===== src/rtl/dslc_pkg.sv =====
`default_nettype none
// ==========================================================
// shared constants of the drive status lamp controller
// ==========================================================
package dslc_pkg;
  // clock and the millisecond tick derived from it
  localparam int DSLC_CLK_PERIOD_PS = 4000;      // 250 mhz system clock
  localparam int DSLC_MS_PS         = 1000000000; // one millisecond
  localparam int DSLC_MS_CYCLES     = DSLC_MS_PS / DSLC_CLK_PERIOD_PS;

  // lamp pattern durations, in milliseconds
  localparam int DSLC_BLINK_MS    = 200;  // blink on and off half
  localparam int DSLC_SF_ON_MS    = 200;  // single flash lit part
  localparam int DSLC_SF_OFF_MS   = 1000; // single flash dark part
  localparam int DSLC_DF_ON_MS    = 200;  // each flash of a double
  localparam int DSLC_DF_OFF_MS   = 1000; // pause after a double
  localparam int DSLC_FLICK_MS    = 50;   // flicker half period
  localparam int DSLC_SIM_MS      = 500;  // one simulation phase
  localparam int DSLC_ACT_HOLD_MS = 50;   // activity stretch per frame
  localparam int DSLC_ALARM_GAP   = 3;    // dark blink slots per group

  // pattern counter width and reset values
  localparam int              DSLC_CW        = 12;
  localparam logic [11:0]     DSLC_CNT_RST   = 12'h000;
  localparam logic [15:0]     DSLC_ILK_RST   = 16'h0000;
  localparam logic [1:0]      DSLC_PHASE_RST = 2'h0;

  // bus slave state codes
  localparam logic [1:0] DSLC_BUS_INIT   = 2'h0;
  localparam logic [1:0] DSLC_BUS_PREOP  = 2'h1;
  localparam logic [1:0] DSLC_BUS_SAFEOP = 2'h2;
  localparam logic [1:0] DSLC_BUS_OP     = 2'h3;

  // bus error class codes
  localparam logic [1:0] DSLC_ERR_NONE = 2'h0;
  localparam logic [1:0] DSLC_ERR_CFG  = 2'h1;
  localparam logic [1:0] DSLC_ERR_DATA = 2'h2;
  localparam logic [1:0] DSLC_ERR_WDOG = 2'h3;

  // simulation phases
  localparam logic [1:0] DSLC_SIM_GREEN = 2'h0;
  localparam logic [1:0] DSLC_SIM_RED   = 2'h1;
  localparam logic [1:0] DSLC_SIM_BOTH  = 2'h2;

  // power/alarm lamp display modes, in priority order, highest first after off
  typedef enum logic [2:0] {
    DSLC_M_OFF, DSLC_M_ALARM, DSLC_M_REMOVAL, DSLC_M_ORIGIN,
    DSLC_M_INTERLOCK, DSLC_M_INFO, DSLC_M_SIM, DSLC_M_STEADY
  } dslc_mode_t;
endpackage
`default_nettype wire


===== src/rtl/dslc_pat_if.sv =====
`timescale 1ns/1ps
`default_nettype none
// ==========================================================
// pattern waveforms from generator to lamp logic
// ==========================================================
interface dslc_pat_if;
  logic       ms_tick;    // one pulse per millisecond
  logic       blink_on;   // blink waveform
  logic       blink_wrap; // pulse at end of each blink period
  logic       single_on;  // single flash waveform
  logic       double_on;  // double flash waveform
  logic       flicker_on; // flicker waveform
  logic [1:0] sim_phase;  // simulation phase index
  modport gen (output ms_tick, blink_on, blink_wrap, single_on,
               double_on, flicker_on, sim_phase);
  modport use_p (input ms_tick, blink_on, blink_wrap, single_on,
                 double_on, flicker_on, sim_phase);
endinterface
`default_nettype wire


===== src/rtl/dslc_pattern_gen.sv =====
`timescale 1ns/1ps
`default_nettype none
// ==========================================================
// millisecond prescaler and pattern waveform counters
// ==========================================================
module dslc_pattern_gen #(
  parameter int MS_CYCLES = dslc_pkg::DSLC_MS_CYCLES,
  parameter int BLINK_MS  = dslc_pkg::DSLC_BLINK_MS,
  parameter int SF_ON_MS  = dslc_pkg::DSLC_SF_ON_MS,
  parameter int SF_OFF_MS = dslc_pkg::DSLC_SF_OFF_MS,
  parameter int DF_ON_MS  = dslc_pkg::DSLC_DF_ON_MS,
  parameter int DF_OFF_MS = dslc_pkg::DSLC_DF_OFF_MS,
  parameter int FLICK_MS  = dslc_pkg::DSLC_FLICK_MS,
  parameter int SIM_MS    = dslc_pkg::DSLC_SIM_MS
) (
  // clock and reset
  input  wire logic   clk_in,
  input  wire logic   rst_b_in,
  // waveforms out
  dslc_pat_if.gen     pat
);
  import dslc_pkg::*;

  localparam int PW = (MS_CYCLES > 1) ? $clog2(MS_CYCLES) : 1;
  localparam int NPAT = 5; // blink, single, double, flicker, sim
  localparam int PERIOD [NPAT] = '{2 * BLINK_MS, SF_ON_MS + SF_OFF_MS,
    3 * DF_ON_MS + DF_OFF_MS, 2 * FLICK_MS, SIM_MS};

  logic [PW-1:0]      pre_q;             // cycles within a millisecond
  logic               tick;              // last cycle of a millisecond
  logic [DSLC_CW-1:0] cnt_q [NPAT];      // ms within each pattern period
  logic [NPAT-1:0]    wrap;              // pattern period ends
  logic [1:0]         phase_q;           // simulation phase

  // ==========================================================
  // millisecond prescaler
  // ==========================================================
  assign tick = (pre_q == PW'(MS_CYCLES - 1)); // see RULE12

  // free running, so every lamp pattern shares one time base
  always_ff @(posedge clk_in) begin
    if (!rst_b_in || tick) begin
      pre_q <= '0;
    end else begin
      pre_q <= pre_q + PW'(1);
    end
  end

  // no two ticks back to back when a millisecond spans cycles
  AST_MS_TICK_SPACING: assert property (@(posedge clk_in) // see RULE12
    disable iff (!rst_b_in) (MS_CYCLES > 1) && tick |=> !tick)
    else $error("millisecond tick repeated");

  // ==========================================================
  // one period counter per pattern
  // ==========================================================
  genvar gi;
  generate
    for (gi = 0; gi < NPAT; gi++) begin : g_pat
      assign wrap[gi] = tick &&
        (cnt_q[gi] == DSLC_CW'(PERIOD[gi] - 1));
      // counts milliseconds, restarts at period end
      always_ff @(posedge clk_in) begin
        if (!rst_b_in || wrap[gi]) begin
          cnt_q[gi] <= DSLC_CNT_RST;
        end else if (tick) begin
          cnt_q[gi] <= cnt_q[gi] + DSLC_CW'(1); // see RULE12
        end
      end
    end
  endgenerate

  // simulation phase steps through four phases forever
  always_ff @(posedge clk_in) begin
    if (!rst_b_in) begin
      phase_q <= DSLC_PHASE_RST;
    end else if (wrap[4]) begin
      phase_q <= phase_q + 2'h1; // see RULE8
    end
  end

  // ==========================================================
  // waveform decode
  // ==========================================================
  assign pat.ms_tick    = tick;
  assign pat.blink_on   = cnt_q[0] < DSLC_CW'(BLINK_MS);
  assign pat.blink_wrap = wrap[0];
  assign pat.single_on  = cnt_q[1] < DSLC_CW'(SF_ON_MS);
  // lit, dark, lit, then the long pause
  assign pat.double_on  = (cnt_q[2] < DSLC_CW'(DF_ON_MS)) ||
    ((cnt_q[2] >= DSLC_CW'(2 * DF_ON_MS)) &&
     (cnt_q[2] <  DSLC_CW'(3 * DF_ON_MS)));
  assign pat.flicker_on = cnt_q[3] < DSLC_CW'(FLICK_MS);
  assign pat.sim_phase  = phase_q;
endmodule
`default_nettype wire


===== src/rtl/dslc_lamp_ctrl.sv =====
`timescale 1ns/1ps
`default_nettype none
// How it works
// RULE1 - power only: green steady, red off
// RULE2 - alarm: red blinks code count, green off
// RULE3 - power removal: green blinks, red off
// RULE4 - information: both double blink together
// RULE5 - remote operation: same double blink
// RULE6 - interlock release: both blink until timeout
// RULE7 - origin input function: both steadily lit
// RULE8 - simulation: green, red, both, off, repeat
// RULE9 - run lamp follows bus slave state
// RULE10 - error lamp follows bus error class
// RULE11 - link lamp: off, on, flicker on frames
// RULE12 - pattern timings in ms from prescaler
// RULE13 - one pattern by fixed priority, alarm first
module dslc_lamp_ctrl #(
  parameter int MS_CYCLES = dslc_pkg::DSLC_MS_CYCLES,
  parameter int NPORT     = 2,
  parameter int CODE_W    = 8
) (
  // clock and reset
  input  wire logic              clk_in,
  input  wire logic              rst_b_in,
  // drive conditions
  input  wire logic              ctrl_power_in,
  input  wire logic              alarm_active_in,
  input  wire logic [CODE_W-1:0] alarm_code_in,
  input  wire logic              power_removal_in,
  input  wire logic              info_pending_in,
  input  wire logic              remote_op_in,
  input  wire logic              interlock_release_in,
  input  wire logic [15:0]       extended_input_interlock_ms_in,
  input  wire logic              origin_func_busy_in,
  input  wire logic              sim_mode_in,
  // fieldbus conditions
  input  wire logic [1:0]        bus_state_in,
  input  wire logic [1:0]        bus_error_in,
  input  wire logic [NPORT-1:0]  link_up_in,
  input  wire logic [NPORT-1:0]  link_activity_in,
  // lamp drives
  output logic                   power_alarm_lamp_green_out,
  output logic                   power_alarm_lamp_red_out,
  output logic                   bus_run_lamp_out,
  output logic                   bus_error_lamp_out,
  output logic [NPORT-1:0]       link_lamp_out
);
  import dslc_pkg::*;

  localparam int SW = CODE_W + 2; // room for code plus gap slots

  dslc_pat_if                pat ();      // shared waveforms
  dslc_mode_t                mode;        // selected display mode
  logic [15:0]               ilk_q;       // interlock ms remaining
  logic [SW-1:0]             slot_q;      // blink slot within group
  logic [SW-1:0]             code_eff;    // blinks per group, min 1
  logic                      grn_d;       // next green
  logic                      red_d;       // next red
  logic                      run_d;       // next run lamp
  logic                      err_d;       // next error lamp
  logic [DSLC_CW-1:0]        act_q [NPORT]; // activity stretch

  // ==========================================================
  // pattern generator
  // ==========================================================
  dslc_pattern_gen #(
    .MS_CYCLES (MS_CYCLES)
  ) u_gen (
    .clk_in   (clk_in),
    .rst_b_in (rst_b_in),
    .pat      (pat)
  );

  // ==========================================================
  // interlock release timer
  // ==========================================================
  // a fresh release reloads even mid count, so it is never lost
  always_ff @(posedge clk_in) begin
    if (!rst_b_in) begin
      ilk_q <= DSLC_ILK_RST;
    end else if (interlock_release_in) begin
      ilk_q <= extended_input_interlock_ms_in; // see RULE6
    end else if (pat.ms_tick && (ilk_q != 16'h0000)) begin
      ilk_q <= ilk_q - 16'h0001; // see RULE6
    end
  end

  // ==========================================================
  // mode selection by priority
  // ==========================================================
  // alarm over power removal over the rest; no power, power/alarm lamp dark
  always_comb begin
    if (!ctrl_power_in) begin
      mode = DSLC_M_OFF;
    end else if (alarm_active_in) begin
      mode = DSLC_M_ALARM; // see RULE13
    end else if (power_removal_in) begin
      mode = DSLC_M_REMOVAL; // see RULE13
    end else if (origin_func_busy_in) begin
      mode = DSLC_M_ORIGIN;
    end else if (ilk_q != 16'h0000) begin
      mode = DSLC_M_INTERLOCK;
    end else if (info_pending_in || remote_op_in) begin
      mode = DSLC_M_INFO; // see RULE5
    end else if (sim_mode_in) begin
      mode = DSLC_M_SIM;
    end else begin
      mode = DSLC_M_STEADY;
    end
  end

  // ==========================================================
  // alarm blink grouping
  // ==========================================================
  // code zero still shows one blink so an alarm is never dark
  assign code_eff = (alarm_code_in == '0) ? SW'(1) :
                    SW'(alarm_code_in);

  // one slot per blink period; code slots lit, then gap slots
  always_ff @(posedge clk_in) begin
    if (!rst_b_in || (mode != DSLC_M_ALARM)) begin
      slot_q <= '0;
    end else if (pat.blink_wrap) begin
      if (slot_q >= code_eff + SW'(DSLC_ALARM_GAP - 1)) begin
        slot_q <= '0; // see RULE2
      end else begin
        slot_q <= slot_q + SW'(1);
      end
    end
  end

  // ==========================================================
  // power/alarm lamp decode
  // ==========================================================
  always_comb begin
    grn_d = 1'b0;
    red_d = 1'b0;
    case (mode)
      DSLC_M_OFF: begin
        grn_d = 1'b0; // lamp dark without control power
      end
      DSLC_M_ALARM: begin
        red_d = pat.blink_on && (slot_q < code_eff); // see RULE2
      end
      DSLC_M_REMOVAL: begin
        grn_d = pat.blink_on; // see RULE3
      end
      DSLC_M_ORIGIN: begin
        grn_d = 1'b1; // see RULE7
        red_d = 1'b1;
      end
      DSLC_M_INTERLOCK: begin
        grn_d = pat.blink_on; // see RULE6
        red_d = pat.blink_on;
      end
      DSLC_M_INFO: begin
        grn_d = pat.double_on; // see RULE4
        red_d = pat.double_on;
      end
      DSLC_M_SIM: begin
        // final phase leaves both dark
        grn_d = (pat.sim_phase == DSLC_SIM_GREEN) ||
                (pat.sim_phase == DSLC_SIM_BOTH); // see RULE8
        red_d = (pat.sim_phase == DSLC_SIM_RED) ||
                (pat.sim_phase == DSLC_SIM_BOTH);
      end
      DSLC_M_STEADY: begin
        grn_d = 1'b1; // see RULE1
      end
      default: begin
        grn_d = 1'b0;
      end
    endcase
  end

  // ==========================================================
  // fieldbus lamps decode
  // ==========================================================
  always_comb begin
    case (bus_state_in)
      DSLC_BUS_INIT:   run_d = 1'b0; // see RULE9
      DSLC_BUS_PREOP:  run_d = pat.blink_on;
      DSLC_BUS_SAFEOP: run_d = pat.single_on;
      DSLC_BUS_OP:     run_d = 1'b1;
      default:         run_d = 1'b0;
    endcase
    case (bus_error_in)
      DSLC_ERR_NONE: err_d = 1'b0; // see RULE10
      DSLC_ERR_CFG:  err_d = pat.blink_on;
      DSLC_ERR_DATA: err_d = pat.single_on;
      DSLC_ERR_WDOG: err_d = pat.double_on;
      default:       err_d = 1'b0;
    endcase
  end

  // registered lamp drives, so no decode glitch reaches a pin
  always_ff @(posedge clk_in) begin
    if (!rst_b_in) begin
      power_alarm_lamp_green_out <= 1'b0;
      power_alarm_lamp_red_out   <= 1'b0;
      bus_run_lamp_out           <= 1'b0;
      bus_error_lamp_out         <= 1'b0;
    end else begin
      power_alarm_lamp_green_out <= grn_d;
      power_alarm_lamp_red_out   <= red_d;
      bus_run_lamp_out           <= run_d;
      bus_error_lamp_out         <= err_d;
    end
  end

  // ==========================================================
  // link/activity lamps, one per port
  // ==========================================================
  genvar gp;
  generate
    for (gp = 0; gp < NPORT; gp++) begin : g_port
      // single frames are too short to see, so stretch them
      always_ff @(posedge clk_in) begin
        if (!rst_b_in || !link_up_in[gp]) begin
          act_q[gp] <= DSLC_CNT_RST;
        end else if (link_activity_in[gp]) begin
          act_q[gp] <= DSLC_CW'(DSLC_ACT_HOLD_MS); // see RULE11
        end else if (pat.ms_tick && (act_q[gp] != '0)) begin
          act_q[gp] <= act_q[gp] - DSLC_CW'(1);
        end
      end
      // off without link, flicker with traffic, else lit
      always_ff @(posedge clk_in) begin
        if (!rst_b_in || !link_up_in[gp]) begin
          link_lamp_out[gp] <= 1'b0; // see RULE11
        end else if (act_q[gp] != '0) begin
          link_lamp_out[gp] <= pat.flicker_on;
        end else begin
          link_lamp_out[gp] <= 1'b1;
        end
      end
    end
  endgenerate

  // ==========================================================
  // checks
  // ==========================================================
  AST_STEADY_GREEN: assert property (@(posedge clk_in) // see RULE1
    disable iff (!rst_b_in) mode == DSLC_M_STEADY
    |=> power_alarm_lamp_green_out && !power_alarm_lamp_red_out)
    else $error("steady green not shown");
  AST_ALARM_FIRST: assert property (@(posedge clk_in) // see RULE13
    disable iff (!rst_b_in) ctrl_power_in && alarm_active_in
    |=> !power_alarm_lamp_green_out)
    else $error("green lit during alarm");
  AST_ALARM_GROUP: assert property (@(posedge clk_in) // see RULE2
    disable iff (!rst_b_in) mode == DSLC_M_ALARM && slot_q >= code_eff
    |=> !power_alarm_lamp_red_out)
    else $error("red lit in alarm gap");
  AST_REMOVAL_BLINK: assert property (@(posedge clk_in) // see RULE3
    disable iff (!rst_b_in) mode == DSLC_M_REMOVAL
    |=> !power_alarm_lamp_red_out &&
        power_alarm_lamp_green_out == $past(pat.blink_on))
    else $error("power removal pattern wrong");
  AST_INFO_DOUBLE: assert property (@(posedge clk_in) // see RULE5
    disable iff (!rst_b_in) ctrl_power_in && !alarm_active_in &&
      !power_removal_in && !origin_func_busy_in && ilk_q == 16'h0000 &&
      remote_op_in |=> power_alarm_lamp_red_out ==
      power_alarm_lamp_green_out &&
      power_alarm_lamp_red_out == $past(pat.double_on))
    else $error("double blink pattern wrong");
  AST_INTERLOCK_LOAD: assert property (@(posedge clk_in) // see RULE6
    disable iff (!rst_b_in) interlock_release_in &&
      extended_input_interlock_ms_in > 16'h0001
    |=> ##1 ilk_q != 16'h0000)
    else $error("interlock timer not started");
  AST_ORIGIN_BOTH: assert property (@(posedge clk_in) // see RULE7
    disable iff (!rst_b_in) mode == DSLC_M_ORIGIN
    |=> power_alarm_lamp_green_out && power_alarm_lamp_red_out)
    else $error("origin function not shown");
  AST_SIM_DARK: assert property (@(posedge clk_in) // see RULE8
    disable iff (!rst_b_in) mode == DSLC_M_SIM && pat.sim_phase == 2'h3
    |=> !power_alarm_lamp_green_out && !power_alarm_lamp_red_out)
    else $error("simulation dark phase lit");
  AST_RUN_STATE: assert property (@(posedge clk_in) // see RULE9
    disable iff (!rst_b_in) bus_state_in == DSLC_BUS_SAFEOP
    |=> bus_run_lamp_out == $past(pat.single_on))
    else $error("run lamp not single flash");
  AST_ERR_WDOG: assert property (@(posedge clk_in) // see RULE10
    disable iff (!rst_b_in) bus_error_in == DSLC_ERR_WDOG
    |=> bus_error_lamp_out == $past(pat.double_on))
    else $error("error lamp not double flash");
  AST_LINK_OFF: assert property (@(posedge clk_in) // see RULE11
    disable iff (!rst_b_in) !link_up_in[0] |=> !link_lamp_out[0])
    else $error("link lamp lit without link");
endmodule
`default_nettype wire


===== config.mk =====
export PLATFORM = sky130hd
export DESIGN_NAME = dslc_lamp_ctrl
export DESIGN_NICKNAME = d
export VERILOG_FILES = /design/src/rtl/dslc_pkg.sv /design/src/rtl/dslc_pat_if.sv /design/src/rtl/dslc_pattern_gen.sv /design/src/rtl/dslc_lamp_ctrl.sv
export SDC_FILE = /design/constraint.sdc
export NUM_CORES = 1
export LEC_CHECK = 0
export BUFFER_PORTS_ARGS = -buffer_cell sky130_fd_sc_hd__buf_2
export CAP_MARGIN = 20
export CORE_MARGIN = 4
export CORE_UTILIZATION = 25
export DETAILED_ROUTE_END_ITERATION = 10
export SYNTH_ARGS = -nofsm -noshare
export SYNTH_HDL_FRONTEND = slang
export SYNTH_HIERARCHICAL = 1
export SYNTH_SLANG_ARGS = --single-unit
export TNS_END_PERCENT = 50

===== constraint.sdc =====
create_clock -name clk_in -period 4.69 [get_ports clk_in]
set_input_delay 0.469 -clock clk_in [delete_from_list [all_inputs] [get_ports clk_in]]
set_output_delay 0.469 -clock clk_in [all_outputs]
set_load 0.02 [all_outputs]

# [After elaboration in Yosys (flattened, before gate mapping)]
# Memories as Yosys holds them, arrays and structs flattened.
# Cells that the tools add are included.
[totals] ff_bits=52 input_bits=42 ram_bits=84 n_memories=2 output_inout_bits=6 word_cells=164
[classes] n_mux=65 n_eq_ne=22 addsub=12 n_bitwise=9 n_reduce_logical=36 order_cmp=8
[mem_list] name="u_gen.cnt_q" depth=5 width=12 read_ports=5 rd_clocked_by_memory_dff=0 write_ports=5 line="dslc_pattern_gen.sv:31" rtl="logic [DSLC_CW-1:0] cnt_q [NPAT];"
[mem_list] name="act_q" depth=2 width=12 read_ports=2 rd_clocked_by_memory_dff=0 write_ports=2 line="dslc_lamp_ctrl.sv:61" rtl="logic [DSLC_CW-1:0] act_q [NPORT];"
[ops] operator="two-way mux 12 bit" n=9
[ops] operator="adder 12 x 1 -> 12 bit, second input constant" n=5
[ops] operator="two-way mux 1 bit" n=42
[ops] operator="less-than comparator 12 x 8 -> 1 bit, second input constant" n=3
[ops] operator="two-way mux 16 bit" n=2
[ops] operator="equality test 12 x 11 -> 1 bit, second input constant" n=2
[ops] operator="equality test 12 x 9 -> 1 bit, second input constant" n=2
[ops] operator="nonzero test 12 bit" n=2
[ops] operator="subtractor 12 x 1 -> 12 bit, second input constant" n=2
[ops] operator="adder 18 x 1 -> 18 bit, second input constant" n=1
[ops] operator="equality test 18 bit, second input constant" n=1
[ops] operator="nonzero test 16 bit" n=1
[ops] operator="subtractor 16 x 1 -> 16 bit, second input constant" n=1
[ops] operator="logical OR 1 bit" n=13
[ops] operator="equality test 12 x 7 -> 1 bit, second input constant" n=1
[ops] operator="equality test 3 bit, second input constant" n=4
[ops] operator=">= comparator 12 x 9 -> 1 bit, second input constant" n=1
[ops] operator="less-than comparator 12 x 10 -> 1 bit, second input constant" n=1
[ops] operator="less-than comparator 12 x 6 -> 1 bit, second input constant" n=1
[ops] operator="two-way mux 3 bit" n=4
[ops] operator="one-hot mux 1 bit (4 select lines)" n=3
[ops] operator="adder 10 x 1 -> 10 bit, second input constant" n=1
[ops] operator="equality test 2 bit, second input constant" n=5
[ops] operator=">= comparator 10 x 9 -> 1 bit" n=1
[ops] operator="other kinds (18)" n=44

# [Logic depth before layout (Yosys ltp)]
# Gate-level depths: netlist of run 1.
[depth] word_depth=10 depth_mapped=10 ltp_nobuf=10

# [Hierarchy]
# The synthesis of run 1 kept the hierarchy.
[modules_own_cells] module="dslc_pattern_gen" seq_area_each_um2=2202.1 cells_each=420 n_inst=1 area_each_um2=4252.8
[modules_own_cells] module="dslc_lamp_ctrl" seq_area_each_um2=1361.3 cells_each=390 n_inst=1 area_each_um2=3439.5

# [Worst setup path before layout of run 1]
# OpenSTA, ideal clock, no wires.
[synth_timing] kind="flip-flop to flip-flop" from="register u_gen.pre_q[4]" to="memory u_gen.cnt_q[0][0], enable pin" arrival_time_ns=2.379 t_required_ns=4.292 path_stages_with_launch=6 period_less_slack_ns=2.776 path_buffers=2 path_slack_ns=1.914 setup_time_ns=0.398 path_cell_list="dfxtp_1 buf_6 or4b_1 or4_1 buf_2 o21ai_0"
[synth_rtl] item="from (decl)" line="dslc_pattern_gen.sv:29" rtl="logic [PW-1:0] pre_q;"
[synth_rtl] item="from (signal assigned)" line="dslc_pattern_gen.sv:45" rtl="pre_q <= pre_q + PW'(1);"
[synth_rtl] item="to (decl)" line="dslc_pattern_gen.sv:31"

# [Final worst setup path of run 1]
[layout_timing] from="register u_gen.pre_q[9]" to="register slot_q[7]"
[layout_between] elab_chain_cells=2
[layout_lines] item="equality test 18 bit" line="dslc_pattern_gen.sv:38" rtl="assign tick = (pre_q == PW'(MS_CYCLES - 1));"
[layout_lines] item="logical AND 1 bit" line="dslc_pattern_gen.sv:60" rtl="assign wrap[gi] = tick &&"
[layout_lines] item="via pat.blink_wrap" line="dslc_pat_if.sv:9" rtl="logic blink_wrap;"
[layout_lines] item="to (signal assigned)" line="dslc_lamp_ctrl.sv:127" rtl="slot_q <= slot_q + SW'(1);"
[layout_lines] item="to (decl)" line="dslc_lamp_ctrl.sv:55" rtl="logic [SW-1:0] slot_q;"
# The timed path passes the listed nets, and every way through them passes these cells.
# A chain may end at the register's enable or synchronous reset.

==> flow_summary.json, run 1 <==
{
  "outcome": "complete, no violations",
  "crit_slowest_cell": "o311ai_1",
  "cp.arrival_ns": 3.42,
  "area_growth_syn_to_layout_pct": 16.3,
  "hold_viol": 0,
  "synth_flop_cell": "edfxtp_1",
  "antenna_left": 0,
  "post-place-ws_ns": 1.53,
  "finalNonFillerCells": 1264,
  "drc_errors": 0,
  "slew_headroom_pct": 32.2,
  "worstSetupPathType": "reg -> reg",
  "placed_cell_area_sq_um": 8360,
  "vias_per_cell": 4.68,
  "wl_per_cell_um": 12.5,
  "grt_pass1_vias": 5574,
  "regArea_sq_um": 3560,
  "grt_max_degree": 37,
  "cts.repair.resized": 0,
  "grt_setup_unrepaired": "no",
  "syn_inst": 810,
  "avgSynthCellArea_sq_um": 9.50,
  "skew_ns": 0.00810,
  "numCtsBuffers": 17,
  "start_kind": "flip-flop",
  "cts_max_path_buffers": 2,
  "synthArstFlopShare_pct": 0,
  "nFillCells": 3135,
  "switching_share_pct": 24.5,
  "crit_chain": "or4_1 > nor4_2 > nand2_1 > nor2_1 > inv_1 > o311ai_1 > nor2_1",
  "routed_wl_mm": 15.8,
  "vias": 5913,
  "setup_viol": 0,
  "overflow": 0,
  "num_rows": 63,
  "clock_sinks": 136,
  "path_common_cell": "nor2_1",
  "dp.final_hpwl_mm": 11.4,
  "cellInternalPower_uw": 2170,
  "drtPass1Iterations": 4,
  "cts_tree": "done",
  "fmaxAchievable_mhz": 318,
  "period_minus_slack_ns": 3.14,
  "drt_iter0_drc": 304,
  "max_stage_delay_ns": 0.77,
  "n_antenna_cell": 0,
  "critPathTopFamily": "simple AND/OR/NAND/NOR gates",
  "slew_viol_final": 0,
  "pwr_density_cell_nw_per_um2": 321,
  "cp-end-kind": "flip-flop",
  "worst_slew_pin_slew_ns": 1.01,
  "multi_input_area_sq_um": 3870,
  "synth-edff-count": 84,
  "grt.total_usage_pct": 9.36,
  "core_area_sq_um": 30000,
  "drive_gt1_share_pct": 11.6,
  "clk-insertion-delay-late_ns": 0.42,
  "hold_class": "in -> reg",
  "peakVddDrop_mv": 0.260,
  "path_buf_inv": 1,
  "leakage_uw": 0.00311,
  "fin_area_sq_um": 8950,
  "pwr-share-clk_pct": 44.2,
  "grt_pass1_wl_mm": 26.4,
  "initial_core_util_pct": 25.6,
  "io_buffer_count": 47,
  "comb_power_share_pct": 8.0,
  "ios": 48,
  "final_nets": 932,
  "crit_path_max_fanout": 7,
  "h-tree-depth": 4,
  "power.share.sequential_pct": 47.8,
  "dp.cells": 1231,
  "power.switching_uw": 706,
  "setup_ws_ns": 1.55,
  "synth.cell_area_sq_um": 7690,
  "tns_ns": 0,
  "root_buffer": "clkbuf_16",
  "hold_buffers": 0,
  "die_width_um": 183,
  "synth-seq-area-share_pct": 46.3,
  "synth_warnings": 6,
  "cts_setup_buffers": 0,
  "synth.distinct_cells": 67,
  "synth_seq_cells": 136,
  "clkTransAtPathRegs_ns": 0.06,
  "maxCapViolations": 0,
  "required_ns": 4.97,
  "die_height_um": 183,
  "min_period_over_period_pct": 67.0,
  "grt_antenna_before_repair": 0,
  "gp_congestion": 0.814,
  "synthesis.nets": 881,
  "dieArea_sq_um": 33600
}
## registers in the layout, indices dropped and copies added, names as in the netlist
| signal | flops |
|---|---|
| bus_run_lamp_out | 1 |
| link_lamp_out | 2 |
| power_alarm_lamp_green_out | 1 |
| slot_q | 10 |
| u_gen/cnt_q | 60 |
| u_gen/pre_q | 18 |
| act_q | 24 |
| ilk_q | 16 |
| power_alarm_lamp_red_out | 1 |
| bus_error_lamp_out | 1 |
| u_gen/pat.sim_phase | 2 |
## cells in the final DEF (no fill, tap or decap), types with 13 or more instances in the layout
cell type / instances
xor2_1: 34
or4_1: 13
inv_1: 40
nand2_1: 47
o21ai_0: 33
nor2_1: 114
a21oi_1: 40
edfxtp_1: 84
nor3_1: 52
ha_1: 29
nand4_1: 21
xnor2_1: 70
dfxtp_1: 52
nor4_1: 22
nand3_1: 35
buf_2: 47
clkbuf_16: 18
## area by class of cell
type / instances / share of cell area (%)
multi-input cells: 611 / 43.3
inverters: 40 / 1.68
clock inverters: 13 / 1.34
clock buffers: 19 / 4.95
flip-flops and latches: 136 / 39.8
repair buffers: 55 / 3.50
well taps: 390 / 5.45
## Yosys cell counts (3+ instances only)
cell type  instances  area [sq um]
nor4_1            22           138
ha_1              29           363
nand4_1           21           131
inv_1             40           150
and2_1             4          25.0
a21oi_1           40           200
nor2_1           114           428
nand2_1           47           176
o2111ai_1          3          26.3
nand3_1           35           175
and4_1             3          26.3
o21ai_0           33           165
nor3_1            52           260
or3_1              8          50.1
and3_1             9          56.3
clkbuf_1          17          63.8
buf_2              3          15.0
o31ai_1            5          37.5
nand2b_1           3          18.8
edfxtp_1          84          2520
nor3b_1            9          67.6
xor2_1            34           298
or4b_1             3          30.0
or4_1             13          97.6
nor2b_1            4          25.0
xnor2_1           70           613
dfxtp_1           52          1040
## final timing paths
path	cells past startpoint	end	from	slack (ns)
worst min-delay path	2	ilk_q[0]	extended_input_interlock_ms_in[0]	0.30
worst max-delay path	7	slot_q[7]	u_gen/pre_q[9]	1.55
worst min register to register	2	u_gen/pre_q[16]	u_gen/pre_q[16]	0.48
worst max register to register	7	slot_q[7]	u_gen/pre_q[9]	1.55
## power groups by stage
stage | registers (uW) | clock network, uW | logic [uW]
global placement | 1400 | 0 | 230
detailed placement | 1400 | 0 | 231
floorplan | 1390 | 0 | 170
finish | 1370 | 1270 | 231
global route | 1380 | 1360 | 261
CTS | 1370 | 1310 | 233
## worst register-to-register path, delay by kind of cell (launching register included)
| family | cells | cell delay (ns) |
|---|---|---|
| buf+inv | 1 | 0.17 |
| simple gates | 5 | 1.73 |
| flops | 1 | 0.34 |
| compound gates | 1 | 0.77 |
## stage by stage
step / utilization, % / power [uW] / hold slack [ns]
6_report: 29.8 / 2870 / 0.301
5_1_grt: 29.8 / 3010 / 0.290
2_1_floorplan: - / 1560 / 0.426
3_3_place_gp: 27.8 / 1630 / 0.440
3_5_place_dp: 27.8 / 1630 / 0.468
4_1_cts: 29.7 / 2920 / 0.283
## layer usage
| metal | GRT usage [%] | vias up | routed length [um] |
|---|---|---|---|
| li1 | - | 3056 | - |
| met5 | 0 | - | 0 |
| met4 | 3.07 | 0 | 253 |
| met2 | 14.9 | 77 | 7320 |
| met1 | 12.4 | 2754 | 7660 |
| met3 | 2.39 | 26 | 538 |
## logic make-up after synthesis
kind of cell | share of synthesized area, %
multiplexers | 0.146
adder cells (fa/ha/maj) | 4.72
AO/OA/AOI/OAI | 8.75
AND/OR/NAND/NOR | 24.9
buffers and inverters | 3.37
XOR/XNOR | 11.8
flip-flops | 46.3
No activity file was read; power rests on OpenSTA's default activity.
==> inputs of run 2 (changes only) <==
clock period = 2.78 ns   (was 4.69 ns; I/O delays follow)
==> run 2 against run 1 <==
Critical path depth increased by 1. First-iteration DRC count is 21% higher. Power grew 71%. Register-to-register slack got worse by 1.3 ns. Routed wire length rose by 3.4%. Combinational power is 74% higher. Non-clock buffer count increased by 16. Sequential share of layout area decreased by 0.47 points. Maximum frequency is 24% higher. Sequential power increased by 69%.
==> flow_summary.json, run 2 (synthesized netlist as in run 1, its figures left out) <==
{
  "vias": 6020,
  "worst_hold_startpoint": "extended_input_interlock_ms_in[0]",
  "io_buffer_count": 47,
  "timing.rr.start": "u_gen/pre_q[9]",
  "regToRegEndpoint": "ilk_q[12]",
  "reg2reg_depth": 8,
  "hold_end": "ilk_q[0]",
  "crit_slowest_cell": "or4_1",
  "routed_wl_mm": 16.3,
  "largest_reg_flops": 60,
  "fmaxAchievable_mhz": 394,
  "crit_path_max_fanout": 9,
  "maxCapViolations": 0,
  "clk-insertion-delay-late_ns": 0.43,
  "required_ns": 3.05,
  "fin_area_sq_um": 9050,
  "clkTransAtPathRegs_ns": 0.06,
  "critPathTopFamily": "simple AND/OR/NAND/NOR gates",
  "die_width_um": 183,
  "wl_per_cell_um": 12.7,
  "final_common_cell": "nor2_1",
  "skew_ns": 0.0149,
  "regMostFlops": "u_gen/cnt_q",
  "period_minus_slack_ns": 2.54,
  "setup_viol": 0,
  "placed_cell_area_sq_um": 8490,
  "hold_buffers": 0,
  "cts_tree": "done",
  "root_buffer": "clkbuf_16",
  "grt_max_degree": 33,
  "grt.total_usage_pct": 9.68,
  "grt_pass1_vias": 5808,
  "drt_iter0_drc": 367,
  "drtPass1Iterations": 5,
  "grt_pass1_wl_mm": 27.6,
  "tns_ns": 0,
  "hold_class": "in -> reg",
  "n_antenna_cell": 0,
  "leakage_uw": 0.00318,
  "cp.arrival_ns": 2.81,
  "num_rows": 63,
  "dieArea_sq_um": 33600,
  "path_buf_inv": 1,
  "ios": 48,
  "vias_per_cell": 4.70,
  "overflow": 0,
  "pwr_density_cell_nw_per_um2": 541,
  "dp.final_hpwl_mm": 11.9,
  "core_area_sq_um": 30000,
  "start_kind": "flip-flop",
  "path_common_cell": "nand2_1",
  "min_period_over_period_pct": 91.2,
  "holdWs_ns": 0.113,
  "cts_max_path_buffers": 2,
  "h-tree-depth": 4,
  "peakVddDrop_mv": 0.394,
  "max_stage_delay_ns": 0.54,
  "die_height_um": 183,
  "hold_viol": 0,
  "drc_errors": 0,
  "post-route-util_pct": 30.2,
  "clock_sinks": 136,
  "initial_core_util_pct": 25.6,
  "outcome": "complete, no violations",
  "area_growth_syn_to_layout_pct": 17.7,
  "crit_chain": "or4_1 > nor4_2 > nand2_1 > inv_2 > nand2_1 > nor4_1 > xnor2_1 > a21oi_1",
  "grt_antenna_before_repair": 0,
  "worstSetupPathType": "reg -> reg",
  "final_cell_mix": "nor2_1 (114), edfxtp_1 (84), xnor2_1 (70), nor3_1 (52), dfxtp_1 (52)",
  "final_nets": 948,
  "grt_setup_unrepaired": "no",
  "cp-end-kind": "flip-flop",
  "slew_viol_final": 0,
  "timing.reg2reg.setup_slack_ns": 0.24,
  "drive_gt1_share_pct": 13.3,
  "nFillCells": 3116,
  "slew_headroom_pct": 36.6,
  "numCtsBuffers": 17,
  "top_regs": "u_gen/cnt_q: 60 flops, act_q: 24 flops, u_gen/pre_q: 18 flops",
  "gp_congestion": 0.825,
  "worst_slew_pin_slew_ns": 0.949,
  "hold_path_depth": 2,
  "antenna_left": 0
}
run 2: how the worst max path moves through the flow:
stage / start / end / slack (ns) / cells after the start
global route: u_gen/pre_q[9] / ilk_q[14] / 0.06 / 8
detailed placement: u_gen/pre_q[9] / ilk_q[12] / 0.14 / 8
global placement: u_gen/pre_q[9] / ilk_q[14] / 0.17 / 8
finish: u_gen/pre_q[9] / ilk_q[12] / 0.24 / 8
floorplan: u_gen/pre_q[4] / u_gen/cnt_q[0][0] / 0.004 / 5
CTS: u_gen/pre_q[9] / ilk_q[12] / 0.14 / 8
run 2: report_power, final:
group	internal (uW)	switching, uW	leakage [uW]	total, uW
Sequential	2220	94.7	0.00127	2320
Clock	1250	936	0.000270	2180
Combinational	181	221	0.00164	402
run 2: cell type report:
| cell class | count | area [sq um] | share of cell area, % |
|---|---|---|---|
| tap | 390 | 488 | 5.39 |
| clock buffer | 17 | 425 | 4.70 |
| sequential | 136 | 3560 | 39.4 |
| inverter | 40 | 150 | 1.66 |
| multi-input combinational | 611 | 3870 | 42.7 |
| clock inverter | 15 | 143 | 1.58 |
| timing repair buffer | 71 | 415 | 4.59 |
run 2: through the flow:
| step | power, uW | setup WS [ns] | instances |
|---|---|---|---|
| 2_1_floorplan | 2620 | 0.00356 | 810 |
| 3_3_place_gp | 2760 | 0.175 | 1248 |
| 3_5_place_dp | 2760 | 0.139 | 1248 |
| 4_1_cts | 4950 | 0.142 | 1280 |
| 5_1_grt | 5110 | 0.0639 | 1280 |
| 6_report | 4900 | 0.245 | 1280 |
run 2: layer usage:
layer / GRT usage [%] / up-vias / share of wire [%]
met2: 15.7 / 68 / 47
met5: 0 / - / 0
li1: - / 3082 / -
met3: 1.90 / 11 / 2.3
met4: 2.92 / 0 / 0.92
met1: 13.1 / 2859 / 50
run 2: repair_timing:
item / in CTS / in global routing
endpoints found under the hold margin: 0 / 0
endpoints found under the setup margin: 0 / 11
resized for setup: 0 / 1
setup buffers: 0 / 0
==> inputs of run 3 (changes only) <==
CELL_PAD_IN_SITES_DETAIL_PLACEMENT = 0   (was unset)
CELL_PAD_IN_SITES_GLOBAL_PLACEMENT = 2   (was unset)
PLACE_DENSITY_LB_ADDON = 0.1   (was unset)
==> run 3 against run 2 <==
Power up 3.7%. Critical path depth unchanged. Setup slack better by 0.0091 ns. First-iteration DRC count fell by 4.6%. Sequential share of layout area shrank 0.35 points. Combinational power grew 4%. Clock skew is 0.00056 ns lower. Count of clock-buffer cells in the layout rose by 3. Sequential cell count is the same. Critical path type unchanged. Maximum frequency rose by 0.36%.
==> flow_summary.json, run 3 (synthesized netlist as in run 1, its figures left out) <==
{
  "outcome": "complete, no violations",
  "min_period_over_period_pct": 90.9,
  "root_buffer": "clkbuf_16",
  "h-tree-depth": 4,
  "clk-insertion-delay-late_ns": 0.42,
  "cts_max_path_buffers": 2,
  "largest_reg_flops": 60,
  "drive_gt1_share_pct": 13.6,
  "area_growth_syn_to_layout_pct": 18.8,
  "peakVddDrop_mv": 0.332,
  "worst_slew_pin_slew_ns": 0.668,
  "gp_congestion": 0.788,
  "power.switching_uw": 1260,
  "vias_per_cell": 4.72,
  "crit_path_max_fanout": 12,
  "core_area_sq_um": 30000,
  "hold_path_depth": 2,
  "numCtsBuffers": 17,
  "holdWs_ns": 0.121,
  "slew_viol_final": 0,
  "nFillCells": 3072,
  "skew_ns": 0.0143,
  "drtPass1Iterations": 4,
  "antenna_left": 0,
  "cp.arrival_ns": 2.65,
  "fmaxAchievable_mhz": 396,
  "dieArea_sq_um": 33600,
  "drc_errors": 0,
  "hold_viol": 0,
  "final_nets": 952,
  "drt_iter0_drc": 350,
  "grt_antenna_before_repair": 0,
  "start_kind": "flip-flop",
  "power_uw": 5080,
  "grt_max_degree": 29,
  "slew_headroom_pct": 55.1,
  "routed_wl_mm": 19.1,
  "io_buffer_count": 47,
  "ios": 48,
  "pwr_density_cell_nw_per_um2": 556,
  "wl_met1_mm": 9.25,
  "dp.final_hpwl_mm": 14.0,
  "power.share.sequential_pct": 45.6,
  "period_minus_slack_ns": 2.53,
  "final_common_cell": "nor2_1",
  "grt_setup_unrepaired": "no",
  "die_height_um": 183,
  "initial_core_util_pct": 25.6,
  "pwr-share-clk_pct": 46.2,
  "setup_viol": 0,
  "clkTransAtPathRegs_ns": 0.07,
  "top_regs": "u_gen/cnt_q: 60 flops, act_q: 24 flops, u_gen/pre_q: 18 flops",
  "comb_power_share_pct": 8.3,
  "grt_pass1_wl_mm": 31.5,
  "worstSetupPathType": "reg -> reg",
  "n_antenna_cell": 0,
  "routed.top_layer": "met4",
  "cts_tree": "done",
  "maxCapViolations": 0,
  "cp-end-kind": "flip-flop",
  "routed-wl-met2_mm": 9.28,
  "die_width_um": 183,
  "vias": 6057,
  "switching_share_pct": 24.8,
  "hold_class": "in -> reg",
  "grt.total_usage_pct": 11.5,
  "grt_pass1_vias": 6164,
  "num_rows": 63,
  "overflow": 0,
  "leakage_uw": 0.00324,
  "cellInternalPower_uw": 3820,
  "reg2reg_depth": 8,
  "tns_ns": 0,
  "final_cell_mix": "nor2_1 (114), edfxtp_1 (84), xnor2_1 (70), nor3_1 (52), dfxtp_1 (52)",
  "required_ns": 2.90,
  "cts_setup_buffers": 0,
  "wl_per_cell_um": 14.8,
  "wl_met3_um": 372,
  "clock_sinks": 136,
  "regMostFlops": "u_gen/cnt_q"
}
-- run 3: worst paths after layout --
path | start | end | slack [ns]
hold / removal | extended_input_interlock_ms_in[0] | ilk_q[0] | 0.12
hold reg to reg | u_gen/pre_q[0] | u_gen/pre_q[0] | 0.46
setup reg to reg | u_gen/pre_q[9] | act_q[0][6] | 0.25
setup / recovery | u_gen/pre_q[9] | act_q[0][6] | 0.25
-- run 3: power groups by stage --
| stage | Clock (uW) | Combinational (uW) | Sequential, uW |
|---|---|---|---|
| 3_3_place_gp | 0 | 421 | 2360 |
| 3_5_place_dp | 0 | 424 | 2360 |
| 4_1_cts | 2440 | 427 | 2320 |
| 5_1_grt | 2510 | 475 | 2330 |
| 2_1_floorplan | 0 | 287 | 2340 |
| 6_report | 2350 | 419 | 2320 |
-- run 3: worst max-delay path, stage by stage (launching register included) --
cell and delay (ns):
dfxtp_1 0.34, or4_1 0.54, nor4_2 0.36, nand2_2 0.14, inv_1 0.14, buf_4 0.16
o31a_1 0.22, nand2b_1 0.13, buf_4 0.20
-- run 3: metrics by stage --
stage / cells / setup WS (ns) / utilization, % / instance area [sq um]
final: 1284 / 0.254 / 30.4 / 9140
after global routing: 1284 / 0.0394 / 30.4 / 9140
after CTS: 1284 / 0.177 / 30.4 / 9130
after detailed placement: 1252 / 0.184 / 28.4 / 8530
after global placement: 1252 / 0.210 / 28.4 / 8530
after floorplan: 810 / 0.00356 / - / 7690
-- run 3: routing by layer --
layer  global-route usage (%)  up-vias
met3                     2.35       10
met1                     15.3     2911
met5                        0        -
met4                     2.89        0
li1                         -     3074
met2                     19.3       62
-- run 3: layout make-up --
cell class                 instances  area [sq um]  area share (%)
multi-input combinational        611          3870            42.4
sequential                       136          3560            39.0
tap                              390           488            5.34
clock buffer                      20           468            5.12
timing repair buffer              75           458            5.01
inverter                          40           150            1.64
clock inverter                    12           136            1.49
-- run 3: what timing repair did --
action / 4_1_cts / 5_1_grt
resized for setup: 0 / 1
endpoints found under the setup margin: 0 / 2
hold buffers: 0 / 0
